File: src/inc/llm_defs.svh
// Register map, field positions and widths of the latency measurement readout
`ifndef LLM_DEFS_SVH
`define LLM_DEFS_SVH
`define LLM_ADDR_W     5
`define LLM_DATA_W     16
`define LLM_ADDR_CTRL  5'h10
`define LLM_ADDR_UPPER 5'h11
`define LLM_ADDR_LOWER 5'h12
`define LLM_REG_ZERO   16'h0000
`define LLM_CNT_W      20
`define LLM_LOW_W      16
`define LLM_CNT_ZERO   20'h00000
`define LLM_CNT_ONE    20'h00001
`define LLM_CNT_MAX    20'hFFFFF
`define LLM_BIT_TX     15
`define LLM_BIT_RX     14
`define LLM_BIT_DONE   4
`define LLM_BIT_CH     0
`define LLM_BIT_EN     1
`define LLM_BIT_CLK    2
`define LLM_DIV_LO     4
`define LLM_DIV_HI     5
`define LLM_HALF_UP    1
`define LLM_DIV_W      3
`define LLM_DIV_ZERO   3'h0
`define LLM_DIV_ONE    3'h1
`define LLM_MASK_D1    3'h0
`define LLM_MASK_D2    3'h1
`define LLM_MASK_D4    3'h3
`define LLM_MASK_D8    3'h7
`endif

File: src/inc/llm_pkg.sv
// Types shared by the latency measurement readout modules
`include "llm_defs.svh"
package llm_pkg;
  // Register access request from the management controller
  typedef struct packed {
    logic                   rd;
    logic                   wr;
    logic [`LLM_ADDR_W-1:0] addr;
    logic [`LLM_DATA_W-1:0] wdata;
  } llm_req_s;
  // Comma hits on one channel: bit 1 upper ten bits, bit 0 lower ten bits
  typedef struct packed {
    logic [1:0] tx;
    logic [1:0] rx;
  } llm_comma_s;
  // Measurement control fields
  typedef struct packed {
    logic [1:0] measure_clock_divider;
    logic       measure_clock_source;
    logic       measure_enable_bit;
    logic       measure_channel_select;
  } llm_ctrl_s;
  typedef enum logic [1:0] {MS_IDLE, MS_COUNT, MS_DONE} llm_state_e;
endpackage : llm_pkg

File: src/rtl/llm_tick_gen.sv
// Count enable generator: divided reference or recovered byte clock edges
`timescale 1ns/1ps
`include "llm_defs.svh"
module llm_tick_gen (
  input  wire logic       ref_clk,
  input  wire logic       resetn,
  input  wire logic       clk_src,
  input  wire logic [1:0] clk_div,
  input  wire logic       chan_sel,
  input  wire logic [1:0] byte_clk,
  output logic            tick
);
  logic [1:0]             sync1_q, sync2_q, sync3_q;
  logic [`LLM_DIV_W-1:0]  div_cnt_q, div_cnt_d, mask;
  logic                   tick_q, tick_d;

  // Two-stage synchronisers plus an edge stage, one per channel
  for (genvar i = 0; i < 2; i++) begin : g_sync
    always_ff @(posedge ref_clk or negedge resetn) begin
      if (!resetn) begin
        sync1_q[i] <= 1'b0;
        sync2_q[i] <= 1'b0;
        sync3_q[i] <= 1'b0;
      end else begin
        sync1_q[i] <= byte_clk[i];
        sync2_q[i] <= sync1_q[i];
        sync3_q[i] <= sync2_q[i];
      end
    end
  end

  // Divider mask and next tick
  always_comb begin
    case (clk_div)
      2'b00:   mask = `LLM_MASK_D1;
      2'b01:   mask = `LLM_MASK_D2;
      2'b10:   mask = `LLM_MASK_D4;
      default: mask = `LLM_MASK_D8;
    endcase
    div_cnt_d = div_cnt_q + `LLM_DIV_ONE;
    if (clk_src) begin
      tick_d = sync2_q[chan_sel] & ~sync3_q[chan_sel];
    end else begin
      tick_d = (div_cnt_q & mask) == mask;
    end
  end

  // Divider counter and tick register
  always_ff @(posedge ref_clk or negedge resetn) begin
    if (!resetn) begin
      div_cnt_q <= `LLM_DIV_ZERO;
      tick_q    <= 1'b0;
    end else begin
      div_cnt_q <= div_cnt_d;
      tick_q    <= tick_d;
    end
  end

  assign tick = tick_q;
endmodule : llm_tick_gen

File: src/rtl/llm_readout.sv
// Latency measurement counter with clear-on-read result registers
`timescale 1ns/1ps
`include "llm_defs.svh"
// Overview of operation
// The transmit comma flag shows 0 when the comma was in the upper ten bits, 1 when lower.
// The receive comma flag shows 0 when the comma was in the upper ten bits, 1 when lower.
// Both comma flags are read-only and hold their value until the clearing read; a disable during counting also clears the transmit flag.
// The done flag is 1 once a measurement has finished and 0 while it is incomplete.
// The count is 20 bits: bits 19:16 in the upper register, bits 15:0 in the lower one.
// The count is a whole number of ticks of the selected measurement clock.
// Before a receive comma has been seen the count reads as zero.
// The count saturates at all ones instead of wrapping.
// The host reads the upper result register before the lower one.
// Reading the lower result register resets the count to zero.
// The same read clears both comma flags and the done flag.
// Measurement runs only while the enable bit is 1, which resets to 0.
// The channel select picks channel A at 0 (reset) and channel B at 1.
// The clock source picks the divided reference at 0 and the recovered byte clock at 1.
// The divider code 00/01/10/11 divides the reference tick by 1/2/4/8.
// Counting starts at the transmit comma and stops at the receive comma, then done is set.
module llm_readout (
  input  wire logic                   ref_clk,
  input  wire logic                   resetn,
  input  wire llm_pkg::llm_req_s      reg_req,
  output logic [`LLM_DATA_W-1:0]      reg_rdata,
  output logic                        reg_rvalid,
  input  wire llm_pkg::llm_comma_s    comma_a,
  input  wire llm_pkg::llm_comma_s    comma_b,
  input  wire logic                   byte_clk_a,
  input  wire logic                   byte_clk_b,
  output logic                        measure_done_flag
);
  import llm_pkg::*;

  llm_state_e                 state_q, state_d;
  logic [`LLM_CNT_W-1:0]      cnt_q, cnt_d, vis_cnt;
  logic                       tx_flag_q, tx_flag_d, rx_flag_q, rx_flag_d;
  logic [`LLM_LOW_W-1:0]      shadow_q, shadow_d;
  llm_ctrl_s                  ctrl_q, ctrl_d;
  logic [`LLM_DATA_W-1:0]     rdata_q, rdata_d, upper_val, ctrl_val;
  logic                       rvalid_q, rvalid_d;
  llm_comma_s                 sel;
  logic                       tx_hit, rx_hit, tx_half, rx_half;
  logic                       rd_upper, rd_lower, tick;

  // Lane flag from a pair of half hits; the upper half wins a tie
  function automatic logic half_flag(input logic [1:0] hits);
    return ~hits[`LLM_HALF_UP];
  endfunction : half_flag

  // Tick source for the counter
  llm_tick_gen u_tick (
    .ref_clk  (ref_clk),
    .resetn   (resetn),
    .clk_src  (ctrl_q.measure_clock_source),
    .clk_div  (ctrl_q.measure_clock_divider),
    .chan_sel (ctrl_q.measure_channel_select),
    .byte_clk ({byte_clk_b, byte_clk_a}),
    .tick     (tick)
  );

  // Channel selection and access decode
  always_comb begin
    sel      = ctrl_q.measure_channel_select ? comma_b : comma_a;
    tx_hit   = |sel.tx;
    rx_hit   = |sel.rx;
    tx_half  = half_flag(sel.tx);
    rx_half  = half_flag(sel.rx);
    rd_upper = reg_req.rd && (reg_req.addr == `LLM_ADDR_UPPER);
    rd_lower = reg_req.rd && (reg_req.addr == `LLM_ADDR_LOWER);
  end

  // Measurement state, counter and flags
  always_comb begin
    state_d   = state_q;
    cnt_d     = cnt_q;
    tx_flag_d = tx_flag_q;
    rx_flag_d = rx_flag_q;
    case (state_q)
      MS_IDLE: begin
        if (ctrl_q.measure_enable_bit && tx_hit) begin
          state_d   = MS_COUNT;
          cnt_d     = `LLM_CNT_ZERO;
          tx_flag_d = tx_half;
          rx_flag_d = 1'b0;
        end else if (rd_lower) begin
          cnt_d     = `LLM_CNT_ZERO;
          tx_flag_d = 1'b0;
          rx_flag_d = 1'b0;
        end
      end
      MS_COUNT: begin
        if (!ctrl_q.measure_enable_bit) begin
          state_d   = MS_IDLE;
          cnt_d     = `LLM_CNT_ZERO;
          tx_flag_d = 1'b0;
        end else if (rx_hit) begin
          state_d   = MS_DONE;
          rx_flag_d = rx_half;
        end else if (rd_lower) begin
          state_d   = MS_IDLE;
          cnt_d     = `LLM_CNT_ZERO;
          tx_flag_d = 1'b0;
        end else if (tick && (cnt_q != `LLM_CNT_MAX)) begin
          cnt_d = cnt_q + `LLM_CNT_ONE;
        end
      end
      MS_DONE: begin
        if (rd_lower) begin
          state_d   = MS_IDLE;
          cnt_d     = `LLM_CNT_ZERO;
          tx_flag_d = 1'b0;
          rx_flag_d = 1'b0;
        end
      end
      default: state_d = MS_IDLE;
    endcase
  end

  // Measurement registers
  always_ff @(posedge ref_clk or negedge resetn) begin
    if (!resetn) begin
      state_q   <= MS_IDLE;
      cnt_q     <= `LLM_CNT_ZERO;
      tx_flag_q <= 1'b0;
      rx_flag_q <= 1'b0;
    end else begin
      state_q   <= state_d;
      cnt_q     <= cnt_d;
      tx_flag_q <= tx_flag_d;
      rx_flag_q <= rx_flag_d;
    end
  end

  // Register images and read path
  always_comb begin
    vis_cnt   = (state_q == MS_DONE) ? cnt_q : `LLM_CNT_ZERO;
    upper_val = `LLM_REG_ZERO;
    upper_val[`LLM_BIT_TX]   = tx_flag_q;
    upper_val[`LLM_BIT_RX]   = rx_flag_q;
    upper_val[`LLM_BIT_DONE] = (state_q == MS_DONE);
    upper_val[`LLM_CNT_W-`LLM_LOW_W-1:0] = vis_cnt[`LLM_CNT_W-1:`LLM_LOW_W];
    ctrl_val  = `LLM_REG_ZERO;
    ctrl_val[`LLM_DIV_HI:`LLM_DIV_LO] = ctrl_q.measure_clock_divider;
    ctrl_val[`LLM_BIT_CLK] = ctrl_q.measure_clock_source;
    ctrl_val[`LLM_BIT_EN]  = ctrl_q.measure_enable_bit;
    ctrl_val[`LLM_BIT_CH]  = ctrl_q.measure_channel_select;
    shadow_d  = rd_upper ? vis_cnt[`LLM_LOW_W-1:0] : shadow_q;
    rvalid_d  = reg_req.rd;
    rdata_d   = rdata_q;
    if (reg_req.rd) begin
      case (reg_req.addr)
        `LLM_ADDR_CTRL:  rdata_d = ctrl_val;
        `LLM_ADDR_UPPER: rdata_d = upper_val;
        `LLM_ADDR_LOWER: rdata_d = shadow_q;
        default:         rdata_d = `LLM_REG_ZERO;
      endcase
    end
    ctrl_d = ctrl_q;
    if (reg_req.wr && (reg_req.addr == `LLM_ADDR_CTRL)) begin
      ctrl_d.measure_clock_divider  = reg_req.wdata[`LLM_DIV_HI:`LLM_DIV_LO];
      ctrl_d.measure_clock_source   = reg_req.wdata[`LLM_BIT_CLK];
      ctrl_d.measure_enable_bit     = reg_req.wdata[`LLM_BIT_EN];
      ctrl_d.measure_channel_select = reg_req.wdata[`LLM_BIT_CH];
    end
  end

  // Register file and read data
  always_ff @(posedge ref_clk or negedge resetn) begin
    if (!resetn) begin
      shadow_q <= `LLM_REG_ZERO;
      rdata_q  <= `LLM_REG_ZERO;
      rvalid_q <= 1'b0;
      ctrl_q   <= '0;
    end else begin
      shadow_q <= shadow_d;
      rdata_q  <= rdata_d;
      rvalid_q <= rvalid_d;
      ctrl_q   <= ctrl_d;
    end
  end

  assign reg_rdata         = rdata_q;
  assign reg_rvalid        = rvalid_q;
  assign measure_done_flag = (state_q == MS_DONE);
endmodule : llm_readout

File: config.mk
export PLATFORM = sky130hd
export DESIGN_NAME = llm_readout
export DESIGN_NICKNAME = d
export VERILOG_FILES = /design/src/inc/llm_pkg.sv /design/src/rtl/llm_tick_gen.sv /design/src/rtl/llm_readout.sv
export VERILOG_INCLUDE_DIRS = /design/src /design/src/inc
export SDC_FILE = /design/constraint.sdc
export NUM_CORES = 1
export LEC_CHECK = 0
export BUFFER_PORTS_ARGS = -buffer_cell sky130_fd_sc_hd__clkbuf_2
export CORE_MARGIN = 4
export CORE_UTILIZATION = 57
export DETAILED_ROUTE_END_ITERATION = 16
export MAX_ROUTING_LAYER = met4
export PLACE_DENSITY = 0.83
export SETUP_SLACK_MARGIN = 0.05
export SLEW_MARGIN = 5
export SYNTH_ARGS = -nofsm -noshare
export SYNTH_HDL_FRONTEND = slang
export SYNTH_SLANG_ARGS = --single-unit
export TNS_END_PERCENT = 20
File: constraint.sdc
create_clock -name ref_clk -period 2.6 [get_ports ref_clk]
set_clock_uncertainty 0.05 [all_clocks]
set_input_delay 0.13 -clock ref_clk [delete_from_list [all_inputs] [get_ports ref_clk]]
set_output_delay 0.13 -clock ref_clk [all_outputs]
set_load 0.05 [all_outputs]
==> Word-level counts from Yosys, hierarchy flattened <==
Index checks and enable logic that the tools add are counted.
{ "totals": {"ff_bits": 72, "output_inout_bits": 18, "input_bits": 35, "word_cells": 85} }
{ "op_classes": {"bitwise_logic": 5, "n_reduce_logical": 13, "add_sub_neg": 2, "muxes": 31, "n_lt_le_gt_ge": 1, "n_eq_ne": 14} }
{ "op_table": {"columns": ["operator", "n"], "rows": [
  ["20-bit two-way mux", 7],
  ["20-bit case mux with 3 select lines", 1],
  ["16-bit case mux with 3 select lines", 1],
  ["20-bit by 1-bit adder with 20-bit output, second input constant", 1],
  ["20-bit != test, second input constant", 1],
  ["5-bit == test, second input constant", 3],
  ["1-bit two-way mux", 13],
  ["3-bit case mux with 3 select lines", 1],
  ["2-bit two-way mux", 4],
  ["2-bit != test, second input constant", 3],
  ["1-bit case mux with 3 select lines", 2],
  ["2-bit case mux with 3 select lines", 1],
  ["3-bit AND reduction", 2],
  ["1-bit logical AND", 5],
  ["2-bit by 1-bit == test with 1-bit output, second input constant", 2],
  ["2-bit == test, second input constant", 2],
  ["2-bit zero test", 2],
  ["4-bit two-way mux", 1],
  ["4-bit != test, second input constant", 1],
  ["2-bit OR reduction", 2],
  ["3-bit by 1-bit adder with 3-bit output, second input constant", 1],
  ["3-bit AND", 1],
  ["3-bit == test", 1],
  ["3-bit != test, second input constant", 1],
  ["5 further kinds", 7]
]} }

==> Longest topological paths before layout <==
Gate-level depths: netlist of run 1.
{ "depth": {"depth_word": 7, "ltp_mapped": 8, "depth_no_buf": 7} }

==> By module <==
A second synthesis of run 1 with hierarchy kept.
{ "hier_totals": {"cells_unflattened": 360, "area_unflattened_um2": 3659.8} }
{ "by_module_without_submodules": {"columns": ["mod", "cells_per_inst", "seq_area_each_um2", "instances", "area_each_um2"], "rows": [
  ["llm_readout", 339, 1551.5, 1, 3331.9],
  ["llm_tick_gen", 21, 250.2, 1, 327.8]
]} }

==> Worst setup path before layout of run 1 <==
No wires, ideal clock.
{ "synth_timing": {"path_type": "register -> register", "start": "register state_q[0]", "end": "register shadow_q[10]", "arrival_ns": 1.994, "t_required_ns": 2.485, "period_less_slack_ns": 2.110, "path_buffers": 2, "path_stages_with_launch": 9, "path_slack_ns": 0.490, "setup_ns": 0.065, "cell_sequence": "dfrtp_1 > inv_1 > ha_1 > nand2_1 > nor2_1 > and2_1 > clkbuf_1 > buf_2 > a22o_1"} }
{ "synth_via": {"elab_chain_cells": 2} }
{ "synth_lines": {"columns": ["element", "line_no", "text"], "rows": [
  ["start, declared", "llm_readout.sv:35", "llm_state_e state_q, state_d;"],
  ["start signal, assigned", "llm_readout.sv:128", "state_q <= state_d;"],
  ["2-bit == test", null, null],
  ["net measure_done_flag", "llm_readout.sv:31", "output logic measure_done_flag"],
  ["20-bit two-way mux (no line)", null, null],
  ["end signal, assigned", "llm_readout.sv:171", "shadow_q <= `LLM_REG_ZERO;"],
  ["end signal, assigned", "llm_readout.sv:176", "shadow_q <= shadow_d;"],
  ["end, declared", "llm_readout.sv:38", "logic [`LLM_LOW_W-1:0] shadow_q, shadow_d;"]
]} }
The timed path passes the listed nets, and every way through them passes these cells.
A chain may end at the register's enable or synchronous reset.

==> Final worst setup path of run 1 <==
{ "layout_timing": {"start": "register state_q[1]", "end": "register cnt_q[18]"} }
{ "layout_via": {"elab_chain_cells": 3, "word_cells_on_any_way": 8, "classes_between": "4 x eq/ne; 1 x mux; 3 x reduce/logical"} }
{ "layout_lines": {"columns": ["element", "line_no", "text"], "rows": [
  ["2-bit by 1-bit == test with 1-bit output (tied with other cells)", "llm_readout.sv:79", "case (state_q)"],
  ["4-bit != test (no line) (tied with other cells)", null, null],
  ["3-bit AND reduction (no line)", null, null],
  ["end signal, assigned", "llm_readout.sv:124", "cnt_q <= `LLM_CNT_ZERO;"],
  ["end signal, assigned", "llm_readout.sv:129", "cnt_q <= cnt_d;"],
  ["end, declared", "llm_readout.sv:36", "logic [`LLM_CNT_W-1:0] cnt_q, cnt_d, vis_cnt;"]
]} }
Parallel ways exist; a longest one is shown, timed or not.

==> flow_summary.json, run 1 <==
{
  "outcome": "finished, final reports clean",
  "min_period_ns": 2.407,
  "numPortBuffers": 41,
  "drv_cap": 0,
  "worstPathRequired_ns": 2.80,
  "synth_flop_cell": "dfrtp_1",
  "dp.final_hpwl_mm": 5.611,
  "grt_max_degree": 73,
  "drtPass1Iterations": 5,
  "reg2regPathDepth": 7,
  "synth_cells": 341,
  "die_y_um": 86.19,
  "routed-wl-met3_um": 590,
  "worstPathArrival_ns": 2.61,
  "grt_overflow": 0,
  "hold_viol_final": 0,
  "antenna_cells": 0,
  "whs_ns": 0.07779,
  "num_vias": 2938,
  "fillers": 454,
  "numCtsBuffers": 9,
  "ys_async_sr_fraction_pct": 100.0,
  "grt_pass1_vias": 2805,
  "cts_buffer_depth": 2,
  "yosys_warnings": 0,
  "placementRows": 28,
  "final_nets": 449,
  "htree_levels": 3,
  "rsz0062_at_grt": "no",
  "syn_nets": 382,
  "dr.first_iter.drc_count": 408,
  "start_util_pct": 58.85,
  "top_layer": "met4",
  "hold_class": "input pin to flip-flop",
  "cts-root-buf": "clkbuf_8",
  "finalCritPeriodShare_pct": 92.57,
  "final_common_cell": "dfrtp_1",
  "core-area_sq_mm": 0.005921,
  "cts_tree": "built",
  "ir_drop_uv": 476.0,
  "clk-insertion-delay-late_ns": 0.34,
  "setup_violations": 0,
  "grtUsageTotal_pct": 23.98,
  "path_clk_slew_ns": 0.08,
  "tightest_slew_ns": 0.8896,
  "slew_viol_final": 0,
  "ys_types": 58,
  "max_freq_ghz": 0.4155,
  "wl_per_cell_um": 16.47,
  "antenna_found_initial": 0,
  "ant_nets": 0,
  "mostFrequentLayoutCells": "dfrtp_1 (72), clkbuf_2 (40), nand2_1 (35)",
  "leakagePower_nw": 1.890,
  "syn_area_per_cell_sq_um": 10.22,
  "met1_length_mm": 3.718,
  "drive_gt1_share_pct": 22.87,
  "wl_mm": 8.005,
  "vias_per_cell": 6.045,
  "synth-seq-cells": 72,
  "power_mw": 2.751,
  "p_per_area_mw_per_mm2": 664.8,
  "critPathMaxFanout": 18,
  "multiInputGateArea_sq_mm": 0.001529,
  "met2_length_mm": 3.521,
  "drc_errors": 0,
  "regArea_sq_mm": 0.001802,
  "maxSlewHeadroom_pct": 40.69,
  "holdPathStages": 2,
  "place.gp.congestion": 0.9280,
  "cp-start-kind": "flip-flop",
  "io_pins": 53,
  "worstSetupPathType": "flip-flop to flip-flop",
  "endpoint_kind": "flip-flop",
  "synth-edff-count": 0,
  "syn_area_sq_mm": 0.003485,
  "die_area_sq_mm": 0.007428,
  "synth_seq_area_share_pct": 51.71,
  "cts.sinks": 72,
  "syn_to_final_growth_pct": 18.74,
  "die_width_um": 86.19,
  "grt_pass1_wl_mm": 13.52
}
-- worst max-delay path, stage by stage (launching register included) --
cell and delay [ns]:
dfrtp_1 0.42, inv_1 0.09, ha_1 0.20, and2_2 0.22
o211ai_1 0.16, a311oi_4 0.76, nand2_1 0.20, o211ai_1 0.21
-- synthesized netlist by cell type (3+ instances only) --
cell	n	area (sq um)
a22oi_1	6	45.04
a21oi_1	13	65.06
nor2b_1	5	31.28
nor3_1	6	30.03
clkbuf_1	6	22.52
and3_1	4	25.02
a21o_1	4	30.03
ha_1	6	75.07
nor2_1	12	45.04
a41oi_1	4	35.03
and2_1	3	18.77
a211oi_1	3	22.52
o22ai_1	7	43.79
nand3_1	15	75.07
dfrtp_1	72	1802
mux2_2	9	101.4
a31oi_1	12	75.07
o21ai_0	27	135.1
a22o_1	17	148.9
inv_1	26	97.59
o211ai_1	4	30.03
buf_2	3	15.01
nand2_1	35	131.4
-- stage by stage --
step	setup WS [ns]	area, sq um	setup TNS, ns	cells	util, %
2_1_floorplan	0.4902	3485	0	341	-
3_3_place_gp	0.06625	3871	0	464	65.38
3_5_place_dp	-0.07173	3871	-0.1636	464	65.38
4_1_cts	0.1100	4138	0	486	69.89
5_1_grt	0.06506	4138	0	486	69.89
6_report	0.1932	4138	0	486	69.89
-- registers in the layout, indices dropped and copies added, names as in the netlist --
name,cells
ctrl_q,5
reg_rvalid,1
reg_rdata,16
u_tick.sync3_q,2
shadow_q,16
rx_flag_q,1
u_tick.sync1_q,2
state_q,2
cnt_q,20
u_tick.div_cnt_q,3
u_tick.tick,1
tx_flag_q,1
u_tick.sync2_q,2
-- power breakdown --
part	internal, mW	total [mW]	switching, mW	leakage, nW
clock	0.430	0.828	0.398	0.0880
sequential	1.19	1.25	0.0686	0.975
combinational	0.260	0.669	0.409	0.827
-- final timing paths --
path / start / endpoint / slack, ns
worst max-delay path: state_q[1] / cnt_q[18] / 0.19
worst min-delay path: reg_req[22] / reg_rvalid / 0.08
worst max register to register: state_q[1] / cnt_q[18] / 0.19
worst min register to register: u_tick.sync1_q[0] / u_tick.sync2_q[0] / 0.30
max in group asynchronous: resetn / state_q[1] / 1.91
min in group asynchronous: resetn / reg_rdata[8] / 0.29
-- cell families after synthesis --
group / after synthesis / synth area share [%]
buf+inv: 38 / 4.739
simple gates: 98 / 14.79
xor+xnor: 1 / 0.2514
flops: 72 / 51.71
compound gates: 116 / 23.16
fa+ha+maj: 6 / 2.154
mux: 10 / 3.196
-- repair_timing --
action | in CTS | in global routing
endpoints found under the hold margin | 79 | 0
pin swaps | 0 | 1
setup endpoints to repair | 15 | 16
hold buffers | 8 | 0
gates resized for setup | 1 | 1
buffers inserted | 0 | 0
-- final cells by class --
cell class / count / area share (%)
clock buffer: 10 / 3.084
clock inverter: 4 / 1.149
inverter: 26 / 2.359
multi-input combinational: 231 / 36.95
sequential: 72 / 43.54
tap: 75 / 2.268
timing repair buffer: 68 / 10.64
-- routing by layer --
metal,track usage [%],up-vias
met5,-,-
met4,8.499,0
met3,4.373,23
met2,35.18,134
met1,33.77,1385
li1,-,1396
Note: power is estimated with default switching activity, not from simulation.
==> inputs of run 2 (changes only) <==
Settings changed: SYNTH_HIERARCHICAL set to 1.
==> run 2 against run 1 <==
Final cell count shrank 0.21%. Utilization is 1.1 points lower. Routed wire length up 5.2%. Synthesized cell count increased by 5.6%. Global-route usage rose by 0.88 points. Final area increased by 0.82%. Total power rose by 3.7%. Register-to-register slack gained 0.14 ns. Sequential share of layout area is 0.35 points lower. Via count grew 0.78%. Clock power grew 7.5%.
==> flow_summary.json, run 2 <==
{
  "outcome": "finished, final reports clean",
  "syn_nets": 401,
  "place.gp.congestion": 0.9064,
  "grt_pass1_vias": 2890,
  "path_clk_slew_ns": 0.08,
  "placementRows": 28,
  "drv_cap": 0,
  "drtPass1Iterations": 5,
  "fin_area_sq_mm": 0.004172,
  "synth_largest_area_cell": "dfrtp_1",
  "clk-insertion-delay-late_ns": 0.35,
  "worstPathRequired_ns": 2.82,
  "final_util_pct": 68.83,
  "regArea_sq_mm": 0.001802,
  "ys_types": 60,
  "io_pins": 53,
  "synth_cells": 360,
  "top_register": "cnt_q",
  "min_period_ns": 2.268,
  "rsz0062_at_grt": "no",
  "clockPowerShare_pct": 31.2,
  "fillers": 457,
  "holdPathStages": 5,
  "htree_levels": 3,
  "die_area_sq_mm": 0.007767,
  "leakagePower_nw": 1.931,
  "synth_flop_cell": "dfrtp_1",
  "cp-start-kind": "flip-flop",
  "hold_class": "input pin to flip-flop",
  "grt_pass1_wl_mm": 14.21,
  "power_mw": 2.853,
  "comb_power_share_pct": 25.4,
  "finalCritPeriodShare_pct": 87.24,
  "dp.final_hpwl_mm": 5.811,
  "multiInputGateArea_sq_mm": 0.001664,
  "whs_ns": 0.2071,
  "gr-max-usage-layer": "met2",
  "tns_ns": 0,
  "slew_viol_final": 0,
  "grtUsageTotal_pct": 24.86,
  "final_nets": 446,
  "antenna_found_initial": 0,
  "wl_per_cell_um": 17.36,
  "final_common_cell": "dfrtp_1",
  "maxSlewHeadroom_pct": 60.66,
  "core-area_sq_mm": 0.006061,
  "critPathMaxFanout": 12,
  "intPower_mw": 1.895,
  "cts-root-buf": "clkbuf_8",
  "cts-resized-gates": 0,
  "num_vias": 2961,
  "synth.most_common_cell": "dfrtp_1",
  "cts_tree": "built",
  "yosys.area.top_type_share_pct": 49.23,
  "drc_errors": 0,
  "synth_common_cells": "dfrtp_1 (72), nand2_1 (36), o21ai_0 (29)",
  "reg2regPathDepth": 8,
  "drive_gt1_share_pct": 23.17,
  "cts_buffer_depth": 2,
  "synth_seq_area_share_pct": 49.23,
  "worstPathArrival_ns": 2.49,
  "hold_viol_final": 0,
  "setup_violations": 0,
  "antenna_cells": 0,
  "dr.first_iter.drc_count": 240,
  "p_per_area_mw_per_mm2": 683.8,
  "ir_drop_uv": 443.9,
  "cts.sinks": 72,
  "vias_per_cell": 6.105,
  "pwr-share-seq_pct": 43.4,
  "syn_area_per_cell_sq_um": 10.17,
  "die_width_um": 88.13,
  "postCtsSetupBuffers": 0,
  "synth-seq-cells": 72,
  "hold_buffers": 8,
  "synth-edff-count": 0,
  "worstSetupPathType": "flip-flop to flip-flop",
  "endpoint_kind": "flip-flop",
  "die_y_um": 88.13,
  "max_freq_ghz": 0.4409,
  "grt_util_met2_pct": 38.36,
  "synth_area_leaders": "dfrtp_1 (49%), a22o_1 (4.1%), o21ai_0 (4.0%), nand2_1 (3.7%), a21oi_1 (3.1%)",
  "grt_max_degree": 73,
  "numCtsBuffers": 9,
  "grt_use_met3_pct": 6.115,
  "syn_to_final_growth_pct": 13.98,
  "numPortBuffers": 41,
  "ys_async_sr_fraction_pct": 100.0,
  "largest_reg_flops": 20,
  "grtUsageMet1_pct": 32.46,
  "mostFrequentLayoutCells": "dfrtp_1 (72), clkbuf_2 (40), nand2_1 (36)",
  "start_util_pct": 60.38,
  "ant_nets": 0,
  "switching_share_pct": 33.56,
  "place_area_sq_mm": 0.003894,
  "grt_overflow": 0,
  "wl_mm": 8.420,
  "p_switching_mw": 0.9572,
  "yosys_warnings": 6,
  "tightest_slew_ns": 0.5887,
  "syn_area_sq_mm": 0.003660
}
-- run 2: cell count changes after synthesis, moves of 5 or more --
cell / delta
a21oi_1: +10
clkbuf_1: +5
inv_1: -9
nand3_1: -5
nand4_1: +6
nor2_1: +12
o22ai_1: -6
-- run 2: layout make-up --
cell class                 count  share of cell area (%)
clock buffer                  10                   3.059
clock inverter                 6                   1.680
inverter                      17                   1.530
multi-input combinational    249                   39.89
sequential                    72                   43.19
tap                           75                   2.250
timing repair buffer          56                   8.398
-- run 2: power groups by stage --
| stage | clock [mW] | combinational, mW | sequential, mW |
|---|---|---|---|
| floorplan | 0 | 0.488 | 1.27 |
| global placement | 0 | 0.684 | 1.25 |
| detailed placement | 0 | 0.700 | 1.26 |
| CTS | 0.891 | 0.718 | 1.24 |
| global route | 0.969 | 0.801 | 1.25 |
| finish | 0.890 | 0.725 | 1.24 |
-- run 2: cell families (layout without fill, tap and decap cells) --
family          Yosys count  in the layout  share of synthesized area (%)
compound gates          108            108                          20.96
xor+xnor                  1              1                         0.2394
fa+ha+maj                 6              6                          2.051
buf+inv                  39             89                          5.299
flops                    72             72                          49.23
mux                      11             11                          3.350
simple gates            123            123                          18.87
-- run 2: final timing paths --
kind                                     end  slack [ns]               from
max                                cnt_q[13]        0.33         state_q[1]
min                                tx_flag_q        0.21         comma_b[3]
max reg2reg                        cnt_q[13]        0.33         state_q[1]
min reg2reg                u_tick/sync2_q[0]        0.30  u_tick/sync1_q[0]
max in group asynchronous        shadow_q[3]        1.92             resetn
min in group asynchronous          rx_flag_q        0.24             resetn
-- run 2: per-layer routing --
metal  routed length [um]  share of wire, %
met5                    0                 0
met4                  174               2.1
met3                  601               7.1
met2                 4002                48
met1                 3643                43
-- run 2: stage by stage --
stage	std cells	worst slack, ns
2_1_floorplan	360	0.4743
3_3_place_gp	461	0.4476
3_5_place_dp	461	0.4138
4_1_cts	485	0.3798
5_1_grt	485	0.1287
6_report	485	0.3319
-- run 2: worst max-delay path, stage by stage (launching register included) --
cell and delay, ns:
dfrtp_1 0.41, inv_1 0.10, ha_1 0.22, nand2_1 0.20, nor3_1 0.21, nand4_1 0.28, nor2_4 0.37, a31oi_1 0.17
a41oi_1 0.18
==> inputs of run 3 (changes only) <==
Settings changed: RECOVER_POWER set to 25.
==> run 3 against run 2 <==
Critical endpoint is now cnt_q[3]. The flow now finishes with violations (max-capacitance violations, max-slew violations). Global-route usage unchanged. Worst hold slack improved by 0.00060 ns. Critical path type unchanged. Combinational power decreased by 0.6%. Sequential power about the same. Largest cell class unchanged. Critical path depth unchanged. Die area unchanged. Largest power group unchanged.
==> flow_summary.json, run 3 (same netlist as run 2, synthesis figures left out) <==
{
  "outcome": "finished, violations left",
  "violations": "max-capacitance violations, max-slew violations",
  "drc_errors": 0,
  "holdPathStages": 5,
  "drv_cap": 1,
  "grt_pass1_wl_mm": 14.21,
  "fillers": 460,
  "vias_per_cell": 6.091,
  "largest_reg_flops": 20,
  "antenna_found_initial": 0,
  "cts-root-buf": "clkbuf_8",
  "numCtsBuffers": 9,
  "io_pins": 53,
  "final_cells": 485,
  "endpoint_kind": "flip-flop",
  "worstPathRequired_ns": 2.82,
  "syn_to_final_growth_pct": 13.54,
  "wl_per_cell_um": 17.40,
  "critPathMaxFanout": 12,
  "dpl.cell_count": 461,
  "dr.first_iter.drc_count": 240,
  "drive_gt1_share_pct": 22.93,
  "num_vias": 2954,
  "rsz0062_at_grt": "no",
  "reg2regPathDepth": 8,
  "die_width_um": 88.13,
  "ant_nets": 0,
  "numPortBuffers": 41,
  "core-area_sq_mm": 0.006061,
  "final_nets": 446,
  "grt_overflow": 0,
  "final_util_pct": 68.56,
  "routed-wl-met3_um": 591,
  "die_y_um": 88.13,
  "tns_ns": 0,
  "grt_max_degree": 73,
  "top_layer": "met4",
  "cts_tree": "built",
  "r2r_start": "state_q[1]",
  "hold_path_end": "tx_flag_q",
  "placementRows": 28,
  "drtPass1Iterations": 5,
  "tightest_slew_ns": 1.705,
  "worstSetupPathType": "flip-flop to flip-flop",
  "top_register": "cnt_q",
  "hold_class": "input pin to flip-flop",
  "maxSlewHeadroom_pct": -13.70,
  "dp.final_hpwl_mm": 5.811,
  "p_per_area_mw_per_mm2": 685.6,
  "met2_length_mm": 4.054,
  "place.gp.congestion": 0.9064,
  "max_freq_ghz": 0.4427,
  "cp-start-kind": "flip-flop",
  "path_clk_slew_ns": 0.08,
  "multiInputGateArea_sq_mm": 0.001664,
  "finalCritPeriodShare_pct": 86.87,
  "grt_pass1_vias": 2890,
  "mostFrequentLayoutCells": "dfrtp_1 (72), clkbuf_2 (40), nand2_1 (36)",
  "final_common_cell": "dfrtp_1",
  "regArea_sq_mm": 0.001802,
  "worstPathArrival_ns": 2.48,
  "setup_violations": 0,
  "wl_mm": 8.440,
  "crit-reg2reg-capture": "cnt_q[3]",
  "antenna_cells": 0,
  "met1_length_mm": 3.640,
  "rrSetupSlack_ns": 0.34,
  "clk-insertion-delay-late_ns": 0.35,
  "cts.sinks": 72,
  "grtUsageTotal_pct": 24.86,
  "leakagePower_nw": 1.922,
  "hold_viol_final": 0,
  "slew_viol_final": 73,
  "min_period_ns": 2.259,
  "htree_levels": 3,
  "start_util_pct": 60.38,
  "die_area_sq_mm": 0.007767,
  "min-delay-start": "comma_b[3]",
  "ir_drop_uv": 443.3,
  "cts_buffer_depth": 2
}
==> run 3: changes by cell type in the layout (fill, tap and decap cells not counted), sizes merged <==
cell    change
buf         -1
clkbuf      +1
==> run 3: layout make-up <==
class | instances | area share, %
Sequential cell | 72 | 43.36
Multi-Input combinational cell | 249 | 40.05
Timing Repair Buffer | 56 | 8.040
Clock buffer | 10 | 3.071
Tap cell | 75 | 2.258
Clock inverter | 6 | 1.686
Inverter | 17 | 1.536
==> run 3: where the power goes <==
| part | switching, mW | total, mW | internal, mW |
|---|---|---|---|
| registers | 0.0589 | 1.24 | 1.18 |
| logic | 0.455 | 0.721 | 0.266 |
| clock network | 0.442 | 0.890 | 0.448 |
| total | 0.956 | 2.85 | 1.89 |
==> run 3: layer usage <==
layer	GRT usage, %	vias to the layer above
met5	-	-
met4	7.967	0
met3	6.115	16
met2	38.36	121
met1	32.46	1413
li1	-	1404
==> run 3: repair_timing <==
item,4_1_cts,5_1_grt
setup buffers,0,0
endpoints found under the setup margin,0,0
resized for setup,0,0
endpoints found under the hold margin,79,0
hold buffers,8,0
==> run 3: how the worst max path moves through the flow <==
stage | startpoint | to | slack (ns) | depth (start not counted)
detailed placement | state_q[1] | cnt_q[3] | 0.41 | 8
global route | state_q[1] | cnt_q[19] | 0.13 | 8
global placement | state_q[0] | cnt_q[6] | 0.45 | 6
finish | state_q[1] | cnt_q[3] | 0.34 | 8
CTS | state_q[1] | cnt_q[3] | 0.38 | 8
floorplan | state_q[0] | cnt_q[4] | 0.47 | 8
==> run 3: per-stage QoR <==
stage                     hold slack [ns]  area, sq um  setup WS [ns]  power (mW)
after floorplan                   -0.2156         3660         0.4743       1.755
after global placement             0.1301         3894         0.4476       1.937
final                              0.2077         4155         0.3413       2.849
after CTS                          0.2068         4172         0.3798       2.845
after detailed placement           0.1291         3894         0.4138       1.957
after global routing               0.2446         4155         0.1287       3.013
==> run 3: critical path, cell delays in order, from the launching register on <==
cell and delay [ns]:
dfrtp_1 0.41, inv_1 0.10, ha_1 0.22, nand2_1 0.20, nor3_1 0.21, nand4_1 0.28
nor2_4 0.37, a41oi_1 0.17, a31oi_1 0.19
